[src/pkg/fiph_pkg.sv]
// Constants and types for the fast input pulse hold block
// How it works
// (RULE1) The function select switch picks pulse capture or interrupt mode for all four channels.
// (RULE2) The controller enables or disables interrupt generation separately on each of the four points.
// (RULE3) In interrupt mode a rising input is reported on for 512 us whatever the input does after it.
// (RULE4) The field source holds each pulse high for at least 50 us, or it may go unseen.
// (RULE5) Display selector position 1 shows points 1 to 32 on the LEDs, position 2 shows points 33 to 64.
// (RULE6) Each channel LED is lit exactly while that channel is reported on.
// (RULE7) In capture mode a pulse of 50 us or more is latched until the next CPU read.
// (RULE8) In capture mode an input that stays on is reported on for only one scan; a rise in the same cycle as a refresh read is reported on two reads.
// (RULE9) During the interrupt hold time further pulses on that channel are ignored.
// (RULE10) The hold time is counted per channel and restarts only on a rising edge seen while idle.
package fiph_pkg;
    localparam int    NCH           = 4;
    localparam int    NPTS          = 64;
    localparam int    HALF          = 32;
    localparam int    CNT_W         = 14;
    localparam longint CLK_HZ       = 20_000_000;
    localparam longint QUAL_TIME_US = 50;
    localparam longint HOLD_TIME_US = 512;
    localparam longint US_PER_S     = 1_000_000;
    // Least time rounds up, hold time rounds down
    localparam int    QUAL_CYC      = int'((QUAL_TIME_US * CLK_HZ + US_PER_S - 1) / US_PER_S);
    localparam int    HOLD_CYC_DEF  = int'((HOLD_TIME_US * CLK_HZ) / US_PER_S);
    localparam logic  MODE_INT      = 1'b1;
    localparam logic  SEL_UPPER     = 1'b1;

    typedef enum logic [1:0]
    {
        HS_IDLE = 2'b01,
        HS_HOLD = 2'b10
    } fiph_hold_t;
endpackage

[src/pkg/fiph_qual_if.sv]
// Carrier between the top and one input qualifier
`timescale 1ns/1ns
interface fiph_qual_if;
    logic raw;
    logic level;
    logic rise;
    modport filt (input raw, output level, output rise);
    modport user (output raw, input level, input rise);
endinterface
[src/core/fiph_qual.sv]
// Input synchroniser and minimum pulse qualifier for one channel
`timescale 1ns/1ns
module fiph_qual
    import fiph_pkg::*;
(
    input  wire logic  i_sys_clk,
    input  wire logic  i_nrst,
    input  wire logic  i_clk_en,
    fiph_qual_if.filt  q
);
    logic             sync1_reg;
    logic             sync2_reg;
    logic             level_reg;
    logic             rise_reg;
    logic [CNT_W-1:0] cnt_reg;

    always_ff @(posedge i_sys_clk or negedge i_nrst)
    begin
        if (!i_nrst)
        begin
            sync1_reg <= 1'b0;
            sync2_reg <= 1'b0;
        end
        else if (i_clk_en)
        begin
            sync1_reg <= q.raw;
            sync2_reg <= sync1_reg;
        end
    end

    // Level changes only after a stable difference of the minimum pulse time
    always_ff @(posedge i_sys_clk or negedge i_nrst)
    begin
        if (!i_nrst)
        begin
            cnt_reg   <= '0;
            level_reg <= 1'b0;
            rise_reg  <= 1'b0;
        end
        else if (i_clk_en)
        begin
            rise_reg <= 1'b0;
            if (sync2_reg == level_reg)
                cnt_reg <= '0;
            else if (cnt_reg == CNT_W'(QUAL_CYC - 1))
            begin
                cnt_reg   <= '0;
                level_reg <= sync2_reg;
                rise_reg  <= sync2_reg;
            end
            else
                cnt_reg <= cnt_reg + CNT_W'(1);
        end
    end

    assign q.level = level_reg;
    assign q.rise  = rise_reg;
endmodule

[src/core/fiph_top.sv]
// Four channel fast input conditioner with pulse capture and interrupt hold
`timescale 1ns/1ns
module fiph_top
    import fiph_pkg::*;
#(
    parameter int HOLD_CYC = HOLD_CYC_DEF
)
(
    input  wire logic            i_sys_clk,
    input  wire logic            i_nrst,
    input  wire logic            i_clk_en,
    input  wire logic [NCH-1:0]  i_field_in,
    input  wire logic            i_function_select_switch,
    input  wire logic            i_display_sel,
    input  wire logic            i_refresh_read,
    input  wire logic [NCH-1:0]  i_int_enable,
    input  wire logic [NPTS-1:0] i_point_state,
    output logic      [NCH-1:0]  o_capture_data,
    output logic      [NCH-1:0]  o_int_req,
    output logic      [NCH-1:0]  o_chan_led,
    output logic      [HALF-1:0] o_led_bank,
    output logic                 o_mode_int
);
    logic             mode1_reg;
    logic             mode_reg;
    logic             disp1_reg;
    logic             disp_reg;
    logic [NCH-1:0]   lvl;
    logic [NCH-1:0]   rise;
    logic [NCH-1:0]   cap_reg;
    logic [NCH-1:0]   held;
    logic [NCH-1:0]   chan_state;
    logic [NPTS-1:0]  points;
    fiph_hold_t       hs_reg  [NCH];
    logic [CNT_W-1:0] cnt_reg [NCH];
    logic [CNT_W-1:0] age_reg [NCH];

    fiph_qual_if qif [NCH] ();

    for (genvar g = 0; g < NCH; g++)
    begin : g_ch
        assign qif[g].raw = i_field_in[g];
        assign lvl[g]     = qif[g].level;
        assign rise[g]    = qif[g].rise;
        assign held[g]    = (hs_reg[g] == HS_HOLD);
        fiph_qual u_qual
        (
            .i_sys_clk (i_sys_clk),
            .i_nrst    (i_nrst),
            .i_clk_en  (i_clk_en),
            .q         (qif[g])
        );
    end

    // Switch and selector pins are synchronised
    always_ff @(posedge i_sys_clk or negedge i_nrst)
    begin
        if (!i_nrst)
        begin
            mode1_reg <= 1'b0;
            mode_reg  <= 1'b0;
            disp1_reg <= 1'b0;
            disp_reg  <= 1'b0;
        end
        else if (i_clk_en)
        begin
            mode1_reg <= i_function_select_switch;
            mode_reg  <= mode1_reg;
            disp1_reg <= i_display_sel;
            disp_reg  <= disp1_reg;
        end
    end

    // Capture latch, set wins over read clear
    always_ff @(posedge i_sys_clk or negedge i_nrst)
    begin
        if (!i_nrst)
        begin
            cap_reg        <= '0;
            o_capture_data <= '0;
        end
        else if (i_clk_en)
        begin
            if (mode_reg == MODE_INT)
                cap_reg <= '0; // RULE1
            else
                cap_reg <= (cap_reg & ~{NCH{i_refresh_read}}) | rise; // RULE7 RULE8
            if (i_refresh_read && mode_reg != MODE_INT)
                o_capture_data <= cap_reg | rise; // RULE7
        end
    end

    // Interrupt hold state per channel
    always_ff @(posedge i_sys_clk or negedge i_nrst)
    begin
        if (!i_nrst)
        begin
            for (int i = 0; i < NCH; i++)
            begin
                hs_reg[i]  <= HS_IDLE;
                cnt_reg[i] <= '0;
            end
        end
        else if (i_clk_en)
        begin
            for (int i = 0; i < NCH; i++)
            begin
                unique case (hs_reg[i])
                    HS_IDLE:
                    begin
                        if (rise[i] && mode_reg == MODE_INT)
                        begin
                            hs_reg[i]  <= HS_HOLD; // RULE3
                            cnt_reg[i] <= CNT_W'(HOLD_CYC - 1); // RULE10
                        end
                    end
                    HS_HOLD:
                    begin
                        if (mode_reg != MODE_INT || cnt_reg[i] == '0)
                            hs_reg[i] <= HS_IDLE; // RULE1
                        else
                            cnt_reg[i] <= cnt_reg[i] - CNT_W'(1); // RULE9
                    end
                    default:
                    begin
                        hs_reg[i] <= HS_IDLE;
                    end
                endcase
            end
        end
    end

    // Reported state and LEDs
    assign chan_state = (mode_reg == MODE_INT) ? held : cap_reg;
    assign points     = {i_point_state[NPTS-1:NCH], chan_state};

    always_ff @(posedge i_sys_clk or negedge i_nrst)
    begin
        if (!i_nrst)
        begin
            o_chan_led <= '0;
            o_led_bank <= '0;
            o_int_req  <= '0;
            o_mode_int <= 1'b0;
        end
        else if (i_clk_en)
        begin
            o_chan_led <= chan_state; // RULE6
            o_led_bank <= (disp_reg == SEL_UPPER) ? points[NPTS-1:HALF] : points[HALF-1:0]; // RULE5
            o_int_req  <= (mode_reg == MODE_INT) ? (held & i_int_enable) : '0; // RULE2
            o_mode_int <= mode_reg;
        end
    end

    // Helper: cycles spent in hold
    always_ff @(posedge i_sys_clk or negedge i_nrst)
    begin
        if (!i_nrst)
        begin
            for (int i = 0; i < NCH; i++)
                age_reg[i] <= '0;
        end
        else if (i_clk_en)
        begin
            for (int i = 0; i < NCH; i++)
                age_reg[i] <= held[i] ? age_reg[i] + CNT_W'(1) : '0;
        end
    end

    for (genvar g = 0; g < NCH; g++)
    begin : g_chk

    end
endmodule

[config.mk]
export PLATFORM = sky130hd
export DESIGN_NAME = fiph_top
export DESIGN_NICKNAME = d
export VERILOG_FILES = /design/src/pkg/fiph_pkg.sv /design/src/pkg/fiph_qual_if.sv /design/src/core/fiph_qual.sv /design/src/core/fiph_top.sv
export SDC_FILE = /design/constraint.sdc
export NUM_CORES = 1
export LEC_CHECK = 0
export ABC_AREA = 1
export BUFFER_PORTS_ARGS = -buffer_cell sky130_fd_sc_hd__buf_2
export CORE_MARGIN = 5
export CORE_UTILIZATION = 60
export CTS_BUF_LIST = sky130_fd_sc_hd__clkbuf_4
export CTS_CLUSTER_DIAMETER = 30
export DETAILED_ROUTE_END_ITERATION = 6
export GPL_TIMING_DRIVEN = 0
export PLACE_DENSITY = 0.82
export SYNTH_ARGS = -nofsm -noshare
export SYNTH_HDL_FRONTEND = slang
export SYNTH_SLANG_ARGS = --single-unit
[constraint.sdc]
create_clock -name i_sys_clk -period 3.7 [get_ports i_sys_clk]
set_input_delay 0.37 -clock i_sys_clk [delete_from_list [all_inputs] [get_ports i_sys_clk]]
set_output_delay 0.37 -clock i_sys_clk [all_outputs]
set_load 0.1 [all_outputs]
Yosys cells after proc, flatten, opt, wreduce, memory -nomap -nowiden
Cells that the tools add are included.
Cells by class
  add/subtract/negate cells: 8
  equality and inequality tests: 28
  mux-type cells: 44
  bitwise gates (word level): 10
  reductions and logical operators: 30
Operator list (number)
  2-to-1 mux 14 bit: 16
  case mux 14 bit (2 select lines): 4
  adder 14 x 1 -> 14 bit (second input constant): 4
  equality test 14 x 10 -> 1 bit (second input constant): 4
  logical NOT 14 bit: 4
  subtractor 14 x 1 -> 14 bit (second input constant): 4
  2-to-1 mux 32 bit: 1
  AND reduction 3 bit: 8
  2-to-1 mux 2 bit: 8
  inequality test 2 bit (second input constant): 8
  case mux 2 bit (2 select lines): 4
  AND reduction 4 bit: 4
  2-to-1 mux 4 bit: 3
  bitwise AND 4 bit: 2
  equality test 2 x 1 -> 1 bit (second input constant): 4
  equality test 2 bit (second input constant): 4
  2-to-1 mux 1 bit: 8
  inequality test 2 x 1 -> 1 bit (second input constant): 4
  OR 4 bit: 2
  nonzero test 2 bit: 4
  logical AND 1 bit: 5
  NOT 1 bit: 5
  equality test 1 bit: 4
  logical OR 1 bit: 4
  2 further kinds: 2
Storage, ports and cells
  register bits: 189
  input bits: 78
  output and inout bits: 45
  word-level logic and storage cells: 158

Longest topological paths before layout
Gate-level depths: netlist of run 1.
  word-level depth: 4
  depth in mapped cells: 11
  depth with buffers taken out: 10

By module
Synthesis of run 1 repeated with hierarchy kept, for this count alone.
Unflattened totals
  cell total of the unflattened synthesis: 1473
  area, all modules: 10881.7 sq um
Modules (own cells, without submodules)
  fiph_top: instances 1, cells an instance 933, area an instance 6567.5 sq um, sequential area each 2932.8 sq um
  fiph_qual: instances 4, cells an instance 135, area an instance 1078.5 sq um, sequential area each 450.4 sq um

Worst setup path before layout of run 1
No wires, ideal clock.
  path type: register -> register
  from: register cnt_reg[0] (netlist name)
  to: register cnt_reg[12] (netlist name)
  setup time: 65 ps
  arrival time: 1416 ps
  slack: 2220 ps
  stages on the path, launching flop included: 12
  period minus slack after synthesis: 1480 ps
  path through: dfrtp_1 > inv_1 > ha_1 > nand2_2 > nor2_4 > nand2_1 > nand2_2 > nand2_4 > nand2_4 > buf_6 > nand2_1 > nand2_1
On the way
  word-level cells in the longest chain between the ends: 4
Ends and longest elaborated chain
  start: declaration: RTL line fiph_top.sv:35  | logic [CNT_W-1:0] cnt_reg [NCH];
  start signal: indexed assignment: RTL line fiph_top.sv:114  | cnt_reg[i] <= CNT_W'(HOLD_CYC - 1);
  start signal: indexed assignment: RTL line fiph_top.sv:122  | cnt_reg[i] <= cnt_reg[i] - CNT_W'(1);
  branches (longest 4 deep; another with subtractor 14 x 1 -> 14 bit)
Several ways; the timed one is not identified. The select of a mux whose other input is x is not followed.
A chain may end at the register's enable or synchronous reset.

Worst setup path after layout of run 1
  from: register o_capture_data[1]
  to: output port o_capture_data[1]
RTL lines
  start: declaration: RTL line fiph_top.sv:18  | output logic [NCH-1:0] o_capture_data,
  start signal: assignment: RTL line fiph_top.sv:89  | o_capture_data <= cap_reg | rise;
No word-level cell between the ends.

==> flow_summary.toml, run 1 <==
[outcome]
outcome = "finished clean"

[place]
io_buffers = 118
dpl_worst_slack_ns = 1.750
placed_cell_area_mm2 = 0.01142
gp_congestion = 0.9540
dp_hpwl_um = 18820

[cts]
clkLatencyLatePin_ns = 0.59
cts_resized = 0
path_clk_slew_ns = 0.16
htreeDepth = 4
numCtsBuffers = 17
cts_tree = "done"
post-cts-setup-buffers = 0
clock-root-buffer = "clkbuf_4"
clockBufferDepth = 2
cts_sinks = 189
holdBufCountCts = 11

[floorplanning]
row_count = 48
core_region_area_mm2 = 0.01724
die-area_mm2 = 0.02026
start_util_pct = 60.98
die_y_um = 142.4
die_x_um = 142.4
pin_count = 123

[timing]
timing.final.ws_setup_ns = 1.837
fin_crit_sh_pct = 50.36
whs_ns = 0.03632
worst_pin_slew_ns = 0.6875
max_clock_freq_mhz = 536.6
min_period_ns = 1.863
tns_ns = 0
setup_viol = 0
fin_skew_ns = 0.01834
relSlewSlack_pct = 54.16
slew_viol_final = 0
rsz0062_at_grt = "false"
finalHoldViolCount = 0

[synth]
mappedNetlistNets = 1578
ys_types = 39
synth.largest_area_cell = "dfrtp_1"
ys_async_sr_fraction_pct = 100.0
ys.flop_type = "dfrtp_1"
synth_top_cell_area_share_pct = 44.05
netlist_instances = 1492
syn_area_mm2 = 0.01051
synth_area_leaders = "dfrtp_1 44%, nand2_1 20%, nor2_1 5.8%"
yosys_warnings = 0
syn_area_per_cell_um2 = 7.044
synth_seq_cells = 189
synth_edf_count = 0
synth_seq_area_share_pct = 45.05

[job]
max_cap_viol_count = 0

[worst_hold_path]
worstHoldPathType = "in -> reg"

[setup_path]
cpLargestDelayFamily = "buffers and inverters"
critPathKind = "reg -> out"
cp_slowest_cell = "buf_2"
path_max_fanout = 2
worstPathCellList = "buf_2"
end_kind = "output pin"
path_buf_inv = 1
slowest_delay_ns = 0.46
start_kind = "flip-flop"
cp.required_ns = 3.33
worstPathArrival_ns = 1.49

[power]
p_sw_mw = 2.933
p_comb_share_pct = 37.3
p_clk_share_pct = 20.6
leakage_nw = 6.039
p_per_area_mw_per_mm2 = 577.5
power_frac_seq_pct = 42.1
sw_frac_of_total_pct = 42.62
internal-power_mw = 3.948
ir_drop_v = 0.0003439

[global_route]
antenna_found_initial = 1
grt_max_degree = 108
grt.total_usage_pct = 26.81
grt_overflow = 0
grt_first_pass_wirelength_um = 44500
grt_pass1_vias = 9552

[cells_and_area]
final_area_mm2 = 0.01192
fin_nets = 1728
drive_gt1_share_pct = 12.94
areaGrowthSynthToFinish_pct = 13.37
fill_cells = 1465

[route]
drc = 0
firstDrtPassIters = 5
drt_iter0_drc = 688
wl_um = 26110
vias = 10122
avgRoutedWirePerCell_um = 13.88
avgViaCountPerCell = 5.381
ant_nets = 0
[worst paths after layout]
check | startpoint | slack, ns | depth (start not counted) | end
setup / recovery | o_capture_data[1] | 1.84 | 1 | o_capture_data[1]
hold / removal | i_point_state[54] | 0.04 | 3 | o_led_bank[22]
setup reg to reg | g_ch[3].u_qual.cnt_reg[0] | 1.86 | 8 | g_ch[3].u_qual.cnt_reg[1]
hold reg to reg | o_chan_led[1] | 0.50 | 2 | o_chan_led[1]
max in group asynchronous | i_nrst | 2.44 | 3 | g_ch[1].u_qual.cnt_reg[0]
min in group asynchronous | i_nrst | 0.32 | 2 | g_ch[0].u_qual.cnt_reg[8]
[power groups by stage]
stage	clock [mW]	sequential, mW	combinational (mW)
CTS	1.44	2.89	2.57
detailed placement	0	2.92	2.56
finish	1.42	2.90	2.57
global route	1.52	2.97	2.90
floorplan	0	3.30	1.56
global placement	0	2.91	2.47
[synth_stat cells, types with 4 or more instances]
master / count
nand2_1: 571
dfrtp_1: 185
nor2_1: 163
inv_1: 139
nand3_1: 118
o21ai_0: 107
clkbuf_1: 22
nand4_1: 22
nor3_1: 19
a21oi_1: 16
or2_2: 16
nand3b_1: 12
o21ai_1: 12
o22ai_1: 11
nand2_2: 10
ha_1: 8
o21bai_1: 7
buf_4: 5
buf_6: 5
buf_2: 4
dfstp_2: 4
o22ai_2: 4
xnor2_1: 4
xor2_1: 4
[cells by family (layout without fill, tap and decap cells)]
logic type      count (synthesis)  after routing  share of synthesized area, %
buf+inv                       181            343                         7.048
compound gates                167            167                         9.143
xor+xnor                        8              8                        0.6666
simple gates                  938            938                         37.04
flops                         189            189                         45.05
mux                             1              1                        0.1071
fa+ha+maj                       8              8                        0.9524
other cells                     0              2                             0
[cell usage in the layout, fill, tap and decap left out, drive strengths merged]
master	netlist	final
mux2	1	1
nand4	22	22
o211ai	1	1
o21bai	8	8
nor2	167	167
buf	17	136
inv	142	145
nor3	19	19
o21ai	119	119
o21a	2	2
a21boi	2	2
o41ai	1	1
clkinv	0	3
dfstp	4	4
bufinv	0	6
o22ai	15	15
nand3b	12	12
a31o	1	1
xnor2	4	4
nand2	583	583
xor2	4	4
or2	16	16
clkinvlp	0	1
ha	8	8
a21oi	18	18
diode	0	2
dfrtp	185	185
and2	1	1
dlygate4sd3	0	12
nand3	118	118
clkbuf	22	40
[through the flow]
step,utilization [%],std cells,power [mW]
4_1_cts,69.04,1878,6.906
2_1_floorplan,-,1492,4.855
3_3_place_gp,66.04,1835,5.380
3_5_place_dp,66.25,1836,5.480
5_1_grt,69.13,1881,7.394
6_report,69.13,1881,6.881
[layer usage]
metal | share of wire, % | track usage (%)
met5 | 0 | 0
met4 | 1.7 | 7.404
met3 | 5.3 | 5.511
met2 | 49 | 44.87
met1 | 44 | 35.79
[area by class of cell]
class                      instances  area [um^2]  area share, %
sequential                       189         4735          39.74
tap                              225        281.5          2.363
timing repair buffer             131        748.2          6.280
multi-input combinational       1122         5035          42.26
buffer                            39        207.7          1.743
antenna                            2        5.005        0.04200
clock inverter                    13        235.2          1.974
clock buffer                      18        135.1          1.134
inverter                         142        533.0          4.473
(Power assumes the default switching activity.)
==> run 2, diff against run 1 <==
CORE_UTILIZATION = 55   (was 60)
PLACE_DENSITY = 0.79   (was 0.82)
clock period = 1.68 ns   (was 3.7 ns; I/O delays follow)
==> flow_summary.toml, run 2 (same netlist as run 1, synthesis figures left out) <==
[cts]
clkLatencyLatePin_ns = 0.58
clock-root-buffer = "clkbuf_4"
path_clk_slew_ns = 0.17
cts_tree = "done"
htreeDepth = 4
numCtsBuffers = 17
clockBufferDepth = 2
cts_sinks = 189

[setup_path]
worstPathCellList = "buf_2"
worstPathArrival_ns = 1.46
critPathKind = "reg -> out"
cp_slowest_cell = "buf_2"
cp.required_ns = 1.51
rr_worst_depth = 9
start_kind = "flip-flop"
slowest_delay_ns = 0.45
end_kind = "output pin"
timing.rr.start = "g_ch[1].u_qual.cnt_reg[0]"
cpLargestDelayFamily = "buffers and inverters"
r2r_setup_slack_ns = 0.06
r2r_end = "g_ch[1].u_qual.cnt_reg[6]"
path_max_fanout = 2
path_buf_inv = 1

[power]
power_frac_seq_pct = 42.8
p_clk_share_pct = 15.2
sw_frac_of_total_pct = 45.13
p_sw_mw = 6.766
p_per_area_mw_per_mm2 = 1177
p_comb_share_pct = 42.1
leakage_nw = 6.362
ir_drop_v = 0.0007959
internal-power_mw = 8.225

[route]
wl_um = 28950
avgViaCountPerCell = 5.392
avgRoutedWirePerCell_um = 14.67
firstDrtPassIters = 7
vias = 10643
drt_iter0_drc = 752
ant_nets = 0
drc = 0

[floorplanning]
pin_count = 123
core_region_area_mm2 = 0.01877
start_util_pct = 56.00
die_y_um = 148.2
die_x_um = 148.2
die-area_mm2 = 0.02197
row_count = 50

[place]
gp_congestion = 0.9548
placed_cell_area_mm2 = 0.01143
dp_hpwl_um = 19100
io_buffers = 118

[timing]
max_clock_freq_mhz = 613.1
setup_viol = 0
finalHoldViolCount = 0
fin_skew_ns = 0.02370
fin_crit_sh_pct = 97.09
min_period_ns = 1.631
relSlewSlack_pct = 50.90
slew_viol_final = 0
worst_pin_slew_ns = 0.7365

[cells_and_area]
final_area_mm2 = 0.01273
drive_gt1_share_pct = 15.13
fin_util_pct = 67.85
final_common_cell = "nand2_1"
areaGrowthSynthToFinish_pct = 21.17
final_cell_mix = "566 x nand2_1, 185 x dfrtp_1, 153 x nor2_1"
fin_nets = 1811

[global_route]
antenna_found_initial = 1
grt_first_pass_wirelength_um = 47800
grt_max_degree = 106
grt.total_usage_pct = 26.40
grt_overflow = 0
grt_pass1_vias = 9997

[outcome]
outcome = "finished clean"

[worst_hold_path]
worstHoldPathType = "in -> async"

[job]
max_cap_viol_count = 0
run 2: cell count changes in the layout (fill, tap and decap cells not counted), sizes merged:
| cell | change |
|---|---|
| clkinv | +2 |
| clkinvlp | +3 |
| dlygate4sd3 | +61 |
| bufinv | -6 |
| buf | +19 |
| clkbuf | +4 |
| inv | +1 |
run 2: worst register-to-register path, delay by kind of cell, from the launching register on:
kind / cells / cell delay, ns
AND/OR/NAND/NOR: 7 / 0.80
adder cells (fa/ha/maj): 1 / 0.18
buffers and inverters: 1 / 0.14
flip-flops: 1 / 0.42
run 2: area by class of cell:
class                           count  area, um^2
Antenna cell                        2       5.005
Clock inverter                     13       91.34
Timing Repair Buffer              214        1535
Inverter                          142       535.5
Tap cell                          234       292.8
Multi-Input combinational cell   1122        5175
Clock buffer                       19       142.6
Buffer                             39       222.7
Fill cell                        1532        6033
Sequential cell                   189        4735
run 2: power by group through the flow:
stage / clock network (mW) / logic, mW / registers, mW
floorplan: 0 / 3.43 / 7.26
global placement: 0 / 5.44 / 6.43
detailed placement: 0 / 5.63 / 6.45
CTS: 2.30 / 5.88 / 6.36
global route: 2.52 / 7.03 / 6.55
finish: 2.27 / 6.30 / 6.41
run 2: worst max-delay path by stage:
stage / from / to / slack [ns] / cells after the start
after floorplan: cnt_reg[0] / cnt_reg[12] / 0.20 / 11
after global placement: i_nrst / cnt_reg[31] / -2.70 / 1
after detailed placement: g_ch[3].u_qual.cnt_reg[0] / g_ch[3].u_qual.cnt_reg[1] / -0.09 / 8
after CTS: cnt_reg[1] / cnt_reg[5] / 0.006 / 11
after global routing: cnt_reg[0] / cnt_reg[5] / -0.05 / 11
final: o_led_bank[23] / o_led_bank[23] / 0.05 / 1
run 2: layer usage:
layer	routed length [um]	track usage (%)
met2	13840	43.39
met5	0	0
met1	12340	35.36
met4	884	9.145
met3	1893	4.997
run 2: repair_timing:
action,4_1_cts,5_1_grt
hold buffers,73,0
buffers inserted,2,18
resized for setup,12,41
setup endpoints to repair,54,76
pin swaps,0,7
gates cloned,0,2
endpoints found under the hold margin,128,0
run 2: through the flow:
| step | setup TNS (ns) | power, mW | setup slack (ns) | hold WS, ns | instances |
|---|---|---|---|---|---|
| after floorplan | 0 | 10.69 | 0.1996 | -0.1276 | 1492 |
| after global placement | -503.04 | 11.87 | -2.701 | 0.3880 | 1844 |
| after detailed placement | -1.274 | 12.08 | -0.09092 | 0.2192 | 1845 |
| after CTS | 0 | 14.54 | 0.006248 | 0.1130 | 1952 |
| after global routing | -0.6979 | 16.09 | -0.05303 | 0.1752 | 1973 |
| final | 0 | 14.99 | 0.04887 | 0.1579 | 1974 |
==> run 3, diff against run 2 <==
REMOVE_ABC_BUFFERS = 1   (was not set)
==> flow_summary.toml, run 3 (same netlist as run 1, synthesis figures left out) <==
[outcome]
outcome = "finished clean"

[timing]
min_period_ns = 1.616
tns_ns = 0
finalHoldViolCount = 0
relSlewSlack_pct = 57.11
worst_pin_slew_ns = 0.6433
max_clock_freq_mhz = 618.8
fin_crit_sh_pct = 96.19
fin_skew_ns = 0.01767
timing.final.ws_setup_ns = 0.06403
whs_ns = 0.07996
slew_viol_final = 0
rsz0062_at_grt = "true"
setup_viol = 0

[setup_path]
worstPathCellList = "buf_2"
worstPathArrival_ns = 1.45
crit_cells = 1
cp.required_ns = 1.51
cp_slowest_cell = "buf_2"
end_kind = "output pin"
slowest_delay_ns = 0.46
critPathKind = "reg -> out"
path_buf_inv = 1
path_max_fanout = 2
start_kind = "flip-flop"
cpLargestDelayFamily = "buffers and inverters"
rr_worst_depth = 10

[route]
drc = 0
drt_iter0_drc = 630
vias = 10289
avgRoutedWirePerCell_um = 13.70
ant_nets = 0
avgViaCountPerCell = 5.295
firstDrtPassIters = 7
wl_um = 26620

[place]
place_inst = 1807
io_buffers = 118
placed_cell_area_mm2 = 0.01125
gp_congestion = 0.8961
dpl_worst_slack_ns = -0.8215
dp_hpwl_um = 16220

[cells_and_area]
areaGrowthSynthToFinish_pct = 20.43
fin_nets = 1781
drive_gt1_share_pct = 14.93
final_cell_mix = "564 x nand2_1, 183 x dfrtp_1, 157 x nor2_1"
final_area_mm2 = 0.01266
fill_cells = 1555
seqCellArea_mm2 = 0.004740
layout.cells.non_filler = 1943
fin_util_pct = 67.44
multi_input_area_mm2 = 0.005231
final_common_cell = "nand2_1"

[power]
finalPower_mw = 14.87
power_frac_seq_pct = 43.1
internal-power_mw = 8.245
ir_drop_v = 0.0007707
leakage_nw = 6.320
p_clk_share_pct = 15.2
p_per_area_mw_per_mm2 = 1175
sw_frac_of_total_pct = 44.56
p_comb_share_pct = 41.7
p_sw_mw = 6.626

[cts]
htreeDepth = 4
numCtsBuffers = 17
cts_tree = "done"
clock-root-buffer = "clkbuf_4"
clockBufferDepth = 2
clkLatencyLatePin_ns = 0.57
path_clk_slew_ns = 0.15
cts_sinks = 189

[floorplanning]
core_region_area_mm2 = 0.01877
start_util_pct = 56.00
row_count = 50
die_y_um = 148.2
die-area_mm2 = 0.02197
pin_count = 123
die_x_um = 148.2

[worst_hold_path]
hold_path_depth = 3
worstHoldPathType = "in -> reg"

[global_route]
grt.total_usage_pct = 23.81
grt_max_degree = 121
grt_first_pass_wirelength_um = 43970
grt_overflow = 0
grt_pass1_vias = 9520
antenna_found_initial = 1

[job]
max_cap_viol_count = 0
## run 3: cell type report
cell class                      count  share of cell area, %
Antenna cell                        1                0.01977
Inverter                          142                  4.261
Clock buffer                       18                  1.068
Tap cell                          234                  2.313
Timing Repair inverter              1                0.05931
Multi-Input combinational cell   1125                  41.33
Timing Repair Buffer              219                  12.70
Sequential cell                   189                  37.45
Clock inverter                     14                 0.8007
## run 3: metal layers
metal | part of all wire (%) | wire length, um | up-vias | GRT usage, %
li1 | - | - | 5146 | -
met1 | 45 | 11890 | 4828 | 31.57
met2 | 48 | 12860 | 255 | 40.24
met3 | 4.7 | 1243 | 60 | 4.601
met4 | 2.4 | 632 | 0 | 6.559
met5 | 0 | 0 | - | 0
## run 3: worst min-delay path: cells and delay by family
family / cells / cell delay, ns
buf+inv: 1 / 0.26
simple gates: 2 / 0.18
## run 3: path summary, 6_finish.rpt
path | start | endpoint | slack (ns)
worst min register to register | o_mode_int | o_mode_int | 0.49
worst max-delay path | o_led_bank[13] | o_led_bank[13] | 0.06
max in group asynchronous | i_nrst | disp_reg | 0.52
worst min-delay path | i_clk_en | disp1_reg | 0.08
min in group asynchronous | i_nrst | g_ch[1].u_qual.cnt_reg[9] | 0.11
worst max register to register | cnt_reg[14] | cnt_reg[26] | 0.07
## run 3: timing repair
action	CTS	global route
endpoints found under the setup margin	109	101
hold endpoints to repair	112	0
pin swaps	3	9
buffers inserted	10	17
hold buffers	72	0
gates resized for setup	14	34
gates cloned	1	3
## run 3: power by group through the flow
stage	Clock [mW]	Combinational, mW	Sequential, mW
2_1_floorplan	0	3.24	7.28
3_3_place_gp	0	5.19	6.43
3_5_place_dp	0	5.39	6.47
4_1_cts	2.33	5.72	6.40
5_1_grt	2.51	6.92	6.56
6_report	2.26	6.21	6.41
